[src/irq_regs_pkg.sv]
// Constants, source indices and field helpers for the interrupt enable and priority registers.
package irq_regs_pkg;

  // ----------------------------------------------------------------
  // Sizes and special-function addresses
  // ----------------------------------------------------------------
  localparam int SRC_COUNT = 11;
  localparam int SFR_WIDTH = 8;
  localparam logic [7:0] ADDR_ENABLE_EXTRA = 8'hA7;
  localparam logic [7:0] ADDR_ENABLE_MAIN = 8'hA8;
  localparam logic [7:0] ADDR_PRIO_EXTRA = 8'hB7;
  localparam logic [7:0] ADDR_PRIO_MAIN = 8'hB8;

  // ----------------------------------------------------------------
  // Reset values and implemented-bit masks
  // ----------------------------------------------------------------
  localparam logic [7:0] RESET_ENABLE_MAIN = 8'h00;
  localparam logic [7:0] RESET_ENABLE_EXTRA = 8'h00;
  localparam logic [7:0] RESET_PRIO_MAIN = 8'h00;
  localparam logic [7:0] RESET_PRIO_EXTRA = 8'h00;
  localparam logic [7:0] ENABLE_MAIN_MASK = 8'hFF;
  localparam logic [7:0] ENABLE_EXTRA_MASK = 8'hF2;
  localparam logic [7:0] PRIO_MAIN_MASK = 8'h3F;
  localparam logic [7:0] PRIO_EXTRA_MASK = 8'hF2;
  localparam logic [7:0] READ_IDLE_VALUE = 8'h00;

  // ----------------------------------------------------------------
  // Field positions; the source bits are shared by the enable and the priority registers
  // ----------------------------------------------------------------
  localparam int BIT_GLOBAL_GATE = 7;
  localparam int BIT_TRACE = 6;
  localparam int BIT_TIMER2 = 5;
  localparam int BIT_UART0 = 4;
  localparam int BIT_TIMER1 = 3;
  localparam int BIT_EXT1 = 2;
  localparam int BIT_TIMER0 = 1;
  localparam int BIT_EXT0 = 0;
  localparam int BIT_ADC = 7;
  localparam int BIT_SPI = 6;
  localparam int BIT_COUNTER_ARRAY = 5;
  localparam int BIT_UART1 = 4;
  localparam int BIT_I2C = 1;

  // Source index in the request vectors, in polling order.
  typedef enum logic [3:0] {
    SRC_EXT0 = 4'h0,
    SRC_TIMER0 = 4'h1,
    SRC_EXT1 = 4'h2,
    SRC_TIMER1 = 4'h3,
    SRC_UART0 = 4'h4,
    SRC_TIMER2 = 4'h5,
    SRC_SPI = 4'h6,
    SRC_I2C = 4'h7,
    SRC_ADC = 4'h8,
    SRC_COUNTER_ARRAY = 4'h9,
    SRC_UART1 = 4'hA
  } source_type;

  // Spreads the bits of a main and an extra register over the source vector.
  function automatic logic [SRC_COUNT-1:0] gather_sources(input logic [7:0] mainByte,
                                                          input logic [7:0] extraByte);
    logic [SRC_COUNT-1:0] v;
    v = '0;
    v[SRC_EXT0] = mainByte[BIT_EXT0];
    v[SRC_TIMER0] = mainByte[BIT_TIMER0];
    v[SRC_EXT1] = mainByte[BIT_EXT1];
    v[SRC_TIMER1] = mainByte[BIT_TIMER1];
    v[SRC_UART0] = mainByte[BIT_UART0];
    v[SRC_TIMER2] = mainByte[BIT_TIMER2];
    v[SRC_SPI] = extraByte[BIT_SPI];
    v[SRC_I2C] = extraByte[BIT_I2C];
    v[SRC_ADC] = extraByte[BIT_ADC];
    v[SRC_COUNTER_ARRAY] = extraByte[BIT_COUNTER_ARRAY];
    v[SRC_UART1] = extraByte[BIT_UART1];
    return v;
  endfunction

endpackage
[src/irq_gate_if.sv]
// Signals between the interrupt register file and its gating unit.
`timescale 1ns/1ps
interface irq_gate_if #(parameter int N = 11);
  logic globalIrqGate;
  logic [N-1:0] sourceEnable;
  logic [N-1:0] sourcePrio;
  logic [N-1:0] sourceFlag;
  logic [N-1:0] gatedRequest;
  logic [N-1:0] gatedHighPrio;

  modport regs (
    output globalIrqGate,
    output sourceEnable,
    output sourcePrio,
    output sourceFlag,
    input gatedRequest,
    input gatedHighPrio
  );

  modport gate (
    input globalIrqGate,
    input sourceEnable,
    input sourcePrio,
    input sourceFlag,
    output gatedRequest,
    output gatedHighPrio
  );
endinterface

[src/irq_enable_priority_regs.sv]
// Interrupt enable and priority special-function registers with request gating.
`timescale 1ns/1ps

// Summary of operation
// - Global gate at 0 blocks every request, whatever the enables hold.
// - Global gate at 1 passes a request only if its own enable is set.
// - Main enable bit 6 is stored read/write for the debugger trace function.
// - Enable bit 1 lets the source interrupt; 0 suppresses it.
// - Main enable holds timer2, uart0, timer1, ext1, timer0, ext0 at bits 5..0.
// - Priority bit 1 means high level, 0 means low level.
// - Main priority holds the six main sources at bits 5..0; 7 and 6 reserved.
// - Extra enable sits at A7h and resets to 00h.
// - Main priority sits at B8h and resets to 00h.
// - Extra priority sits at B7h and resets to 00h.
// - Main enable sits at A8h and resets to 00h, all interrupts off.
// - Each uart request is the OR of its receive and transmit flags.
module irq_enable_priority_regs
  import irq_regs_pkg::*;
(
  input wire logic clock, // Core clock
  input wire logic reset_n, // Asynchronous reset, active low
  input wire logic [7:0] sfrAddr, // Special-function address
  input wire logic sfrWrite, // Write strobe, one cycle
  input wire logic sfrRead, // Read strobe, one cycle
  input wire logic [7:0] sfrWriteData, // Write data
  output logic [7:0] sfrReadData, // Read data, valid the cycle after the strobe
  output logic sfrSelected, // Access targets one of these registers
  input wire logic ext0Flag, // External request zero pending
  input wire logic timer0Flag, // Timer 0 overflow pending
  input wire logic ext1Flag, // External request one pending
  input wire logic timer1Flag, // Timer 1 overflow pending
  input wire logic uart0RxFlag, // Uart 0 byte received
  input wire logic uart0TxFlag, // Uart 0 byte transmitted
  input wire logic timer2Flag, // Timer 2 overflow or capture pending
  input wire logic spiFlag, // Spi request pending
  input wire logic i2cFlag, // I2c request pending
  input wire logic adcFlag, // Conversion complete
  input wire logic counterArrayFlag, // Counter array request pending
  input wire logic uart1RxFlag, // Uart 1 byte received
  input wire logic uart1TxFlag, // Uart 1 byte transmitted
  output logic [SRC_COUNT-1:0] irqRequest, // Gated requests, polling order
  output logic [SRC_COUNT-1:0] irqHighPrio, // Gated requests at high level
  output logic irqAnyHigh, // Some high-level request pending
  output logic irqAnyLow, // Some low-level request pending
  output logic debugTraceBit // Trace bit held for the debugger
);

  // ----------------------------------------------------------------
  // Register state
  // ----------------------------------------------------------------
  logic [7:0] irqEnableMain_reg;
  logic [7:0] irqEnableMain_next;
  logic [7:0] irqEnableExtra_reg;
  logic [7:0] irqEnableExtra_next;
  logic [7:0] irqPriorityMain_reg;
  logic [7:0] irqPriorityMain_next;
  logic [7:0] irqPriorityExtra_reg;
  logic [7:0] irqPriorityExtra_next;
  logic [7:0] sfrReadData_reg;
  logic [7:0] sfrReadData_next;
  logic [7:0] readMux;
  logic addrMapped;

  logic [SRC_COUNT-1:0] irqRequest_reg;
  logic [SRC_COUNT-1:0] irqRequest_next;
  logic [SRC_COUNT-1:0] irqHighPrio_reg;
  logic [SRC_COUNT-1:0] irqHighPrio_next;
  logic irqAnyHigh_reg;
  logic irqAnyHigh_next;
  logic irqAnyLow_reg;
  logic irqAnyLow_next;

  logic [SRC_COUNT-1:0] srcFlagVec;
  logic [SRC_COUNT-1:0] srcEnableVec;
  logic [SRC_COUNT-1:0] srcPrioVec;

  irq_gate_if #(.N(SRC_COUNT)) gateBus ();

  // ----------------------------------------------------------------
  // Address decode and read path
  // ----------------------------------------------------------------
  always_comb
  begin
    addrMapped = 1'b1;
    case (sfrAddr)
      ADDR_ENABLE_MAIN: readMux = irqEnableMain_reg;
      ADDR_ENABLE_EXTRA: readMux = irqEnableExtra_reg & ENABLE_EXTRA_MASK;
      ADDR_PRIO_MAIN: readMux = irqPriorityMain_reg & PRIO_MAIN_MASK;
      ADDR_PRIO_EXTRA: readMux = irqPriorityExtra_reg & PRIO_EXTRA_MASK;
      default:
      begin
        readMux = READ_IDLE_VALUE;
        addrMapped = 1'b0;
      end
    endcase
  end

  assign sfrSelected = addrMapped & (sfrRead | sfrWrite);

  // ----------------------------------------------------------------
  // Register writes
  // ----------------------------------------------------------------
  // Reserved bits are masked off on write, so a stray 1 there cannot
  // later leak into gating or read-back.
  always_comb
  begin
    irqEnableMain_next = irqEnableMain_reg;
    irqEnableExtra_next = irqEnableExtra_reg;
    irqPriorityMain_next = irqPriorityMain_reg;
    irqPriorityExtra_next = irqPriorityExtra_reg;
    sfrReadData_next = sfrReadData_reg;
    if (sfrWrite)
    begin
      case (sfrAddr)
        ADDR_ENABLE_MAIN: irqEnableMain_next = sfrWriteData & ENABLE_MAIN_MASK;
        ADDR_ENABLE_EXTRA: irqEnableExtra_next = sfrWriteData & ENABLE_EXTRA_MASK;
        ADDR_PRIO_MAIN: irqPriorityMain_next = sfrWriteData & PRIO_MAIN_MASK;
        ADDR_PRIO_EXTRA: irqPriorityExtra_next = sfrWriteData & PRIO_EXTRA_MASK;
        default: irqEnableMain_next = irqEnableMain_reg;
      endcase
    end
    if (sfrRead)
    begin
      sfrReadData_next = readMux;
    end
  end

  always_ff @(posedge clock or negedge reset_n)
  begin
    if (!reset_n)
    begin
      irqEnableMain_reg <= RESET_ENABLE_MAIN;
      irqEnableExtra_reg <= RESET_ENABLE_EXTRA;
      irqPriorityMain_reg <= RESET_PRIO_MAIN;
      irqPriorityExtra_reg <= RESET_PRIO_EXTRA;
      sfrReadData_reg <= READ_IDLE_VALUE;
    end
    else
    begin
      irqEnableMain_reg <= irqEnableMain_next;
      irqEnableExtra_reg <= irqEnableExtra_next;
      irqPriorityMain_reg <= irqPriorityMain_next;
      irqPriorityExtra_reg <= irqPriorityExtra_next;
      sfrReadData_reg <= sfrReadData_next;
    end
  end

  assign sfrReadData = sfrReadData_reg;
  assign debugTraceBit = irqEnableMain_reg[BIT_TRACE];

  // ----------------------------------------------------------------
  // Source vectors and gating
  // ----------------------------------------------------------------
  // Flags come from peripheral logic on this clock, so no synchroniser.
  always_comb
  begin
    srcFlagVec = '0;
    srcFlagVec[SRC_EXT0] = ext0Flag;
    srcFlagVec[SRC_TIMER0] = timer0Flag;
    srcFlagVec[SRC_EXT1] = ext1Flag;
    srcFlagVec[SRC_TIMER1] = timer1Flag;
    srcFlagVec[SRC_UART0] = uart0RxFlag | uart0TxFlag;
    srcFlagVec[SRC_TIMER2] = timer2Flag;
    srcFlagVec[SRC_SPI] = spiFlag;
    srcFlagVec[SRC_I2C] = i2cFlag;
    srcFlagVec[SRC_ADC] = adcFlag;
    srcFlagVec[SRC_COUNTER_ARRAY] = counterArrayFlag;
    srcFlagVec[SRC_UART1] = uart1RxFlag | uart1TxFlag;
  end

  assign srcEnableVec = gather_sources(irqEnableMain_reg, irqEnableExtra_reg);
  assign srcPrioVec = gather_sources(irqPriorityMain_reg, irqPriorityExtra_reg);

  assign gateBus.globalIrqGate = irqEnableMain_reg[BIT_GLOBAL_GATE];
  assign gateBus.sourceEnable = srcEnableVec;
  assign gateBus.sourcePrio = srcPrioVec;
  assign gateBus.sourceFlag = srcFlagVec;

  irq_gate_unit gateUnit (
    .gateBus(gateBus)
  );

  // ----------------------------------------------------------------
  // Registered request outputs
  // ----------------------------------------------------------------
  // One cycle of latency is traded for glitch-free outputs to the sequencer.
  always_comb
  begin
    irqRequest_next = gateBus.gatedRequest;
    irqHighPrio_next = gateBus.gatedHighPrio;
    irqAnyHigh_next = |gateBus.gatedHighPrio;
    irqAnyLow_next = |(gateBus.gatedRequest & ~gateBus.gatedHighPrio);
  end

  always_ff @(posedge clock or negedge reset_n)
  begin
    if (!reset_n)
    begin
      irqRequest_reg <= '0;
      irqHighPrio_reg <= '0;
      irqAnyHigh_reg <= 1'b0;
      irqAnyLow_reg <= 1'b0;
    end
    else
    begin
      irqRequest_reg <= irqRequest_next;
      irqHighPrio_reg <= irqHighPrio_next;
      irqAnyHigh_reg <= irqAnyHigh_next;
      irqAnyLow_reg <= irqAnyLow_next;
    end
  end

  assign irqRequest = irqRequest_reg;
  assign irqHighPrio = irqHighPrio_reg;
  assign irqAnyHigh = irqAnyHigh_reg;
  assign irqAnyLow = irqAnyLow_reg;

  // ----------------------------------------------------------------
  // Assertions
  // ----------------------------------------------------------------
  gate_off_a:
    assert property (@(posedge clock) disable iff (!reset_n)
      !irqEnableMain_reg[BIT_GLOBAL_GATE] |=> (irqRequest == '0) && !irqAnyHigh && !irqAnyLow)
    else $error("Request passed while the global gate was off");

  gate_pass_a:
    assert property (@(posedge clock) disable iff (!reset_n)
      irqEnableMain_reg[BIT_GLOBAL_GATE] |=>
        irqRequest == ($past(srcEnableVec) & $past(srcFlagVec)))
    else $error("Gated request does not follow enable and flag");

  trace_bit_a:
    assert property (@(posedge clock) disable iff (!reset_n)
      (sfrWrite && sfrAddr == ADDR_ENABLE_MAIN) ##1 !sfrWrite |->
        debugTraceBit == $past(sfrWriteData[BIT_TRACE]))
    else $error("Trace bit not kept as written");

  main_enable_a:
    assert property (@(posedge clock) disable iff (!reset_n)
      sfrWrite && sfrAddr == ADDR_ENABLE_MAIN |=> irqEnableMain_reg == $past(sfrWriteData))
    else $error("Main enable register did not take the write");

  extra_enable_a:
    assert property (@(posedge clock) disable iff (!reset_n)
      sfrWrite && sfrAddr == ADDR_ENABLE_EXTRA |=>
        irqEnableExtra_reg == ($past(sfrWriteData) & ENABLE_EXTRA_MASK))
    else $error("Extra enable register wrong after write");

  single_enable_a:
    assert property (@(posedge clock) disable iff (!reset_n)
      irqEnableMain_reg[BIT_GLOBAL_GATE] && adcFlag && !irqEnableExtra_reg[BIT_ADC]
        |=> !irqRequest[SRC_ADC])
    else $error("Disabled source raised a request");

  main_prio_a:
    assert property (@(posedge clock) disable iff (!reset_n)
      sfrWrite && sfrAddr == ADDR_PRIO_MAIN |=>
        irqPriorityMain_reg == ($past(sfrWriteData) & PRIO_MAIN_MASK))
    else $error("Main priority register wrong after write");

  extra_prio_a:
    assert property (@(posedge clock) disable iff (!reset_n)
      sfrWrite && sfrAddr == ADDR_PRIO_EXTRA |=>
        irqPriorityExtra_reg == ($past(sfrWriteData) & PRIO_EXTRA_MASK))
    else $error("Extra priority register wrong after write");

  reset_state_a:
    assert property (@(posedge clock)
      $rose(reset_n) |-> irqEnableMain_reg == RESET_ENABLE_MAIN
        && irqEnableExtra_reg == RESET_ENABLE_EXTRA
        && irqPriorityMain_reg == RESET_PRIO_MAIN
        && irqPriorityExtra_reg == RESET_PRIO_EXTRA)
    else $error("Registers not cleared by reset");

  reset_gate_a:
    assert property (@(posedge clock)
      $rose(reset_n) |-> irqRequest == '0 ##1 irqRequest == '0)
    else $error("Request seen right after reset");

  prio_readback_a:
    assert property (@(posedge clock) disable iff (!reset_n)
      sfrRead && sfrAddr == ADDR_PRIO_MAIN && !sfrWrite |=>
        sfrReadData == ($past(irqPriorityMain_reg) & PRIO_MAIN_MASK))
    else $error("Main priority read-back wrong");

  extra_readback_a:
    assert property (@(posedge clock) disable iff (!reset_n)
      sfrRead && sfrAddr == ADDR_PRIO_EXTRA |=> (sfrReadData & ~PRIO_EXTRA_MASK) == 8'h00)
    else $error("Reserved priority bits read as one");

  uart_or_a:
    assert property (@(posedge clock) disable iff (!reset_n)
      irqEnableMain_reg[BIT_GLOBAL_GATE] && irqEnableMain_reg[BIT_UART0]
        && (uart0RxFlag || uart0TxFlag) |=> irqRequest[SRC_UART0])
    else $error("Uart 0 flag did not raise its request");

  reserved_gate_a:
    assert property (@(posedge clock) disable iff (!reset_n)
      (irqEnableExtra_reg & ~ENABLE_EXTRA_MASK) == 8'h00
        && (irqPriorityMain_reg & ~PRIO_MAIN_MASK) == 8'h00)
    else $error("Reserved bit stored as one");

  prio_tag_a:
    assert property (@(posedge clock) disable iff (!reset_n)
      1'b1 |=> irqHighPrio == (irqRequest & $past(srcPrioVec))
        && irqAnyLow == |(irqRequest & ~irqHighPrio))
    else $error("Priority tag does not match the request");

  level_split_a:
    assert property (@(posedge clock) disable iff (!reset_n)
      irqAnyHigh |-> (irqHighPrio & ~irqRequest) == '0 && irqHighPrio != '0)
    else $error("High-level flag without a high request");

endmodule

[src/irq_gate_unit.sv]
// Combinational gating of source flags by the global gate and per-source enables.
`timescale 1ns/1ps
module irq_gate_unit (
  irq_gate_if.gate gateBus // Register values in, gated requests out
);

  // ----------------------------------------------------------------
  // Gating
  // ----------------------------------------------------------------
  // The global gate overrides every individual enable.
  always_comb
  begin
    if (gateBus.globalIrqGate)
    begin
      gateBus.gatedRequest = gateBus.sourceEnable & gateBus.sourceFlag;
    end
    else
    begin
      gateBus.gatedRequest = '0;
    end
    gateBus.gatedHighPrio = gateBus.gatedRequest & gateBus.sourcePrio;
  end

endmodule

[config.mk]
export PLATFORM = sky130hd
export DESIGN_NAME = irq_enable_priority_regs
export DESIGN_NICKNAME = d
export VERILOG_FILES = /design/src/irq_regs_pkg.sv /design/src/irq_gate_if.sv /design/src/irq_enable_priority_regs.sv /design/src/irq_gate_unit.sv
export SDC_FILE = /design/constraint.sdc
export NUM_CORES = 1
export LEC_CHECK = 0
export BUFFER_PORTS_ARGS = -buffer_cell sky130_fd_sc_hd__buf_2
export CAP_MARGIN = 15
export CORE_MARGIN = 2
export CORE_UTILIZATION = 34
export CTS_BUF_LIST = sky130_fd_sc_hd__clkbuf_8
export CTS_CLUSTER_DIAMETER = 50
export DETAILED_ROUTE_END_ITERATION = 8
export GPL_TIMING_DRIVEN = 0
export HOLD_SLACK_MARGIN = 0.03
export SLEW_MARGIN = 0
export SYNTH_ARGS = -nofsm -noshare
export SYNTH_HDL_FRONTEND = slang
export SYNTH_SLANG_ARGS = --single-unit
[constraint.sdc]
create_clock -name clock -period 2.8 [get_ports clock]
set_clock_uncertainty 0.15 [all_clocks]
set_input_delay 0.56 -clock clock [delete_from_list [all_inputs] [get_ports clock]]
set_output_delay 0.56 -clock clock [all_outputs]
set_load 0.02 [all_outputs]
==> results.yml <==
power_and_ir_drop:
  ir_worst_vdd_v: 0.0002014
  clock_power_share: 0.318
  p_comb_frac: 0.070
  p_sw_frac: 0.2277
  internal_power_mw: 1.065
  p_sw_mw: 0.3140
  leakage_nw: 1.581
  power.density_mw_per_mm2: 486.5
  power_frac_seq: 0.611
critical_path:
  critPathLaunchType: "input port"
  reg2reg_from: "irqEnableMain_reg[7]$_DFFE_PN0P_"
  crit_type: "input port to output pin"
  crit_required_ns: 2.09
  arrival_ns: 1.88
  crit_slowest_cell: "clkbuf_1"
  worstSetupEndpoint: "sfrSelected"
  crit_chain: "buf_2, and4b_1, clkbuf_1, nor2_1, nor3_1, buf_2"
  crit_path_end_kind: "output pin"
  r2r_setup_slack_ns: 0.61
  reg2reg_depth: 6
  cp_max_fo: 10
  cp-startpoint: "sfrAddr[3]"
  slowest_delay_ns: 0.39
  r2r-end: "irqAnyHigh$_DFF_PN0_"
  cpMostUsedCell: "buf_2"
floorplan:
  fp-row-count: 29
  io_pins: 67
  die_w_um: 86.18
  start_util: 0.3575
  die_area_mm2: 0.007426
  die_height_um: 86.18
  core_area_mm2: 0.006422
sta:
  timing.fmax_mhz: 386.8
  setup_viol: 0
  slew_headroom: 0.6463
  tns_ns: 0
  timing.final.crit_share: 0.9234
  tightest_slew_ns: 0.5299
  drv_slew: 0
  hold_viol_final: 0
  rsz0062_at_grt: "no"
  min_period_ns: 2.586
global_routing:
  grtUsageMet1: 0.2093
  grt_overflow: 0
  grt_use_met2: 0.2424
  grt_pass1_vias: 1679
  busiest_layer: "met2"
  antenna_found_initial: 0
  use_met3: 0.02952
  grt_usage: 0.1501
  grt_start_max_net_pins: 40
  grt_first_pass_wirelength_um: 8625
drt:
  drc_errors: 0
  drt_wl_total_um: 5264
  drt-wirelength-per-cell_um: 16.00
  viasPerCell: 4.912
  vias: 1616
  drt-initial-drc-count: 24
  ant_nets: 0
  dr.pass1.iters: 4
logic_synthesis:
  synth_top_area_share: 0.6104
  syn_inst: 178
  ys_top_cells_by_area: "dfrtp_1 (61%), mux2_2 (12%), and2_1 (2.7%), nand3_1 (2.4%), o2bb2ai_1 (1.5%)"
  synth_cell_types: 39
  yosys.cell_count.top_type: "dfrtp_1"
  ys_seq_area_frac: 0.6104
  synthTopCellsByCount: "dfrtp_1 (56), mux2_2 (24), nand3_1 (11), and2_1 (10), inv_1 (9)"
  ys_warn_count: 0
  ys_ff_latch: 56
  synth-edff-count: 0
  ys_async_sr_fraction: 1.000
  synth_flop_cell: "dfrtp_1"
  synth_top_area_cell: "dfrtp_1"
  syn-num-nets: 211
  avgSynthCellArea_um2: 12.90
  synthesis.area_mm2: 0.002296
clock_tree:
  cts_root_buffer: "clkbuf_8"
  clock_sink_count: 56
  numCtsBuffers: 5
  post_cts_buffers: 0
  path_clk_slew_ns: 0.09
  h-tree-depth: 2
  cts_tree: "done"
  cts_buffer_depth: 2
  cts_hold_buffers: 0
  clkLatencyLatePin_ns: 0.30
worst_hold_path:
  hp-class: "input port to async pin"
finish:
  multi_input_comb_area_um2: 828.3
  instances_no_fill: 329
  diodes: 0
  final_nets: 284
  drive_gt1_frac: 0.4167
  area_delta_synth_final_pct: 23.43
  nFillCells: 611
  register_area_mm2: 0.001401
placed_design:
  gp_congestion: 0.7776
  dp_hpwl_um: 4045
  portBuffers: 65
  placed_cells: 321
run:
  maxCapViolations: 0
status:
  status: "finished clean"
## placed cells by master, fill, tap and decap left out, drive strengths merged
cell type,instances
o21ai,2
nor4,1
inv,12
nand2,5
clkbuf,9
o211a,2
nor4b,1
or4,2
buf,69
o2bb2ai,4
and3b,1
and3,1
and2,11
nor3,1
mux2,24
o22ai,4
o21a,1
a21oi,3
a22o,1
clkinv,1
and4b,2
a211oi,3
nand2b,4
a22oi,3
nand3b,1
nand3,13
nor2,5
a221oi,3
mux2i,3
dfrtp,56
a221o,3
or4b,1
## kinds of logic after synthesis
family / after synthesis / share of synthesized area
AND/OR/NAND/NOR: 49 / 0.1302
multiplexers: 27 / 0.1308
buffers and inverters: 17 / 0.03160
AO/OA/AOI/OAI: 29 / 0.09700
flip-flops: 56 / 0.6104
## through the flow
step	setup WS, ns	instance area (um2)	hold WS [ns]	utilization	power, mW
2_1_floorplan	0.2250	2296	0.1144	-	0.8941
3_3_place_gp	0.02725	2718	0.3206	0.4231	0.9515
3_5_place_dp	0.01634	2738	0.3232	0.4263	0.9572
4_1_cts	0.005250	2828	0.04776	0.4403	1.392
5_1_grt	0.07863	2834	0.05237	0.4413	1.437
6_report	0.2144	2834	0.03470	0.4413	1.379
## power groups by stage
| stage | Sequential [mW] | Combinational, mW | Clock (mW) |
|---|---|---|---|
| finish | 0.843 | 0.0969 | 0.439 |
| CTS | 0.843 | 0.0987 | 0.450 |
| floorplan | 0.855 | 0.0395 | 0 |
| global placement | 0.859 | 0.0928 | 0 |
| global route | 0.846 | 0.109 | 0.481 |
| detailed placement | 0.859 | 0.0982 | 0 |
## timing repair
item | in CTS | in global routing
gates resized for setup | 0 | 1
hold endpoints to repair | 0 | 0
endpoints found under the setup margin | 0 | 1
## worst min path at each step
| stage | from | endpoint | cells past startpoint |
|---|---|---|---|
| floorplan | reset_n | irqAnyHigh$_DFF_PN0_ | 0 |
| global placement | sfrReadData[3]$_DFFE_PN0P_ | sfrReadData[3]$_DFFE_PN0P_ | 1 |
| detailed placement | sfrReadData[7]$_DFFE_PN0P_ | sfrReadData[7]$_DFFE_PN0P_ | 1 |
| CTS | reset_n | sfrReadData[3]$_DFFE_PN0P_ | 1 |
| global route | reset_n | irqEnableExtra_reg[6]$_DFFE_PN0P_ | 1 |
| finish | reset_n | sfrReadData[3]$_DFFE_PN0P_ | 1 |
## worst max-delay path, delay by kind of cell
kind	cells	cell delay (ns)
AND/OR/NAND/NOR	3	0.63
buffers and inverters	3	0.68
## cell type report
type                       count  share of cell area
buffer                         6             0.01104
clock buffer                   6             0.02914
clock inverter                 2            0.002649
inverter                      11             0.01457
multi-input combinational    105              0.2923
sequential                    56              0.4945
tap                           77             0.03400
timing repair buffer          66              0.1219
## per-layer routing
layer	wire [um]	share of wire	vias up
li1	-	-	788
met1	2397	0.46	781
met2	2583	0.49	42
met3	222	0.042	5
met4	61	0.012	0
met5	0	0	-
No activity file was read; power rests on OpenSTA's default activity.
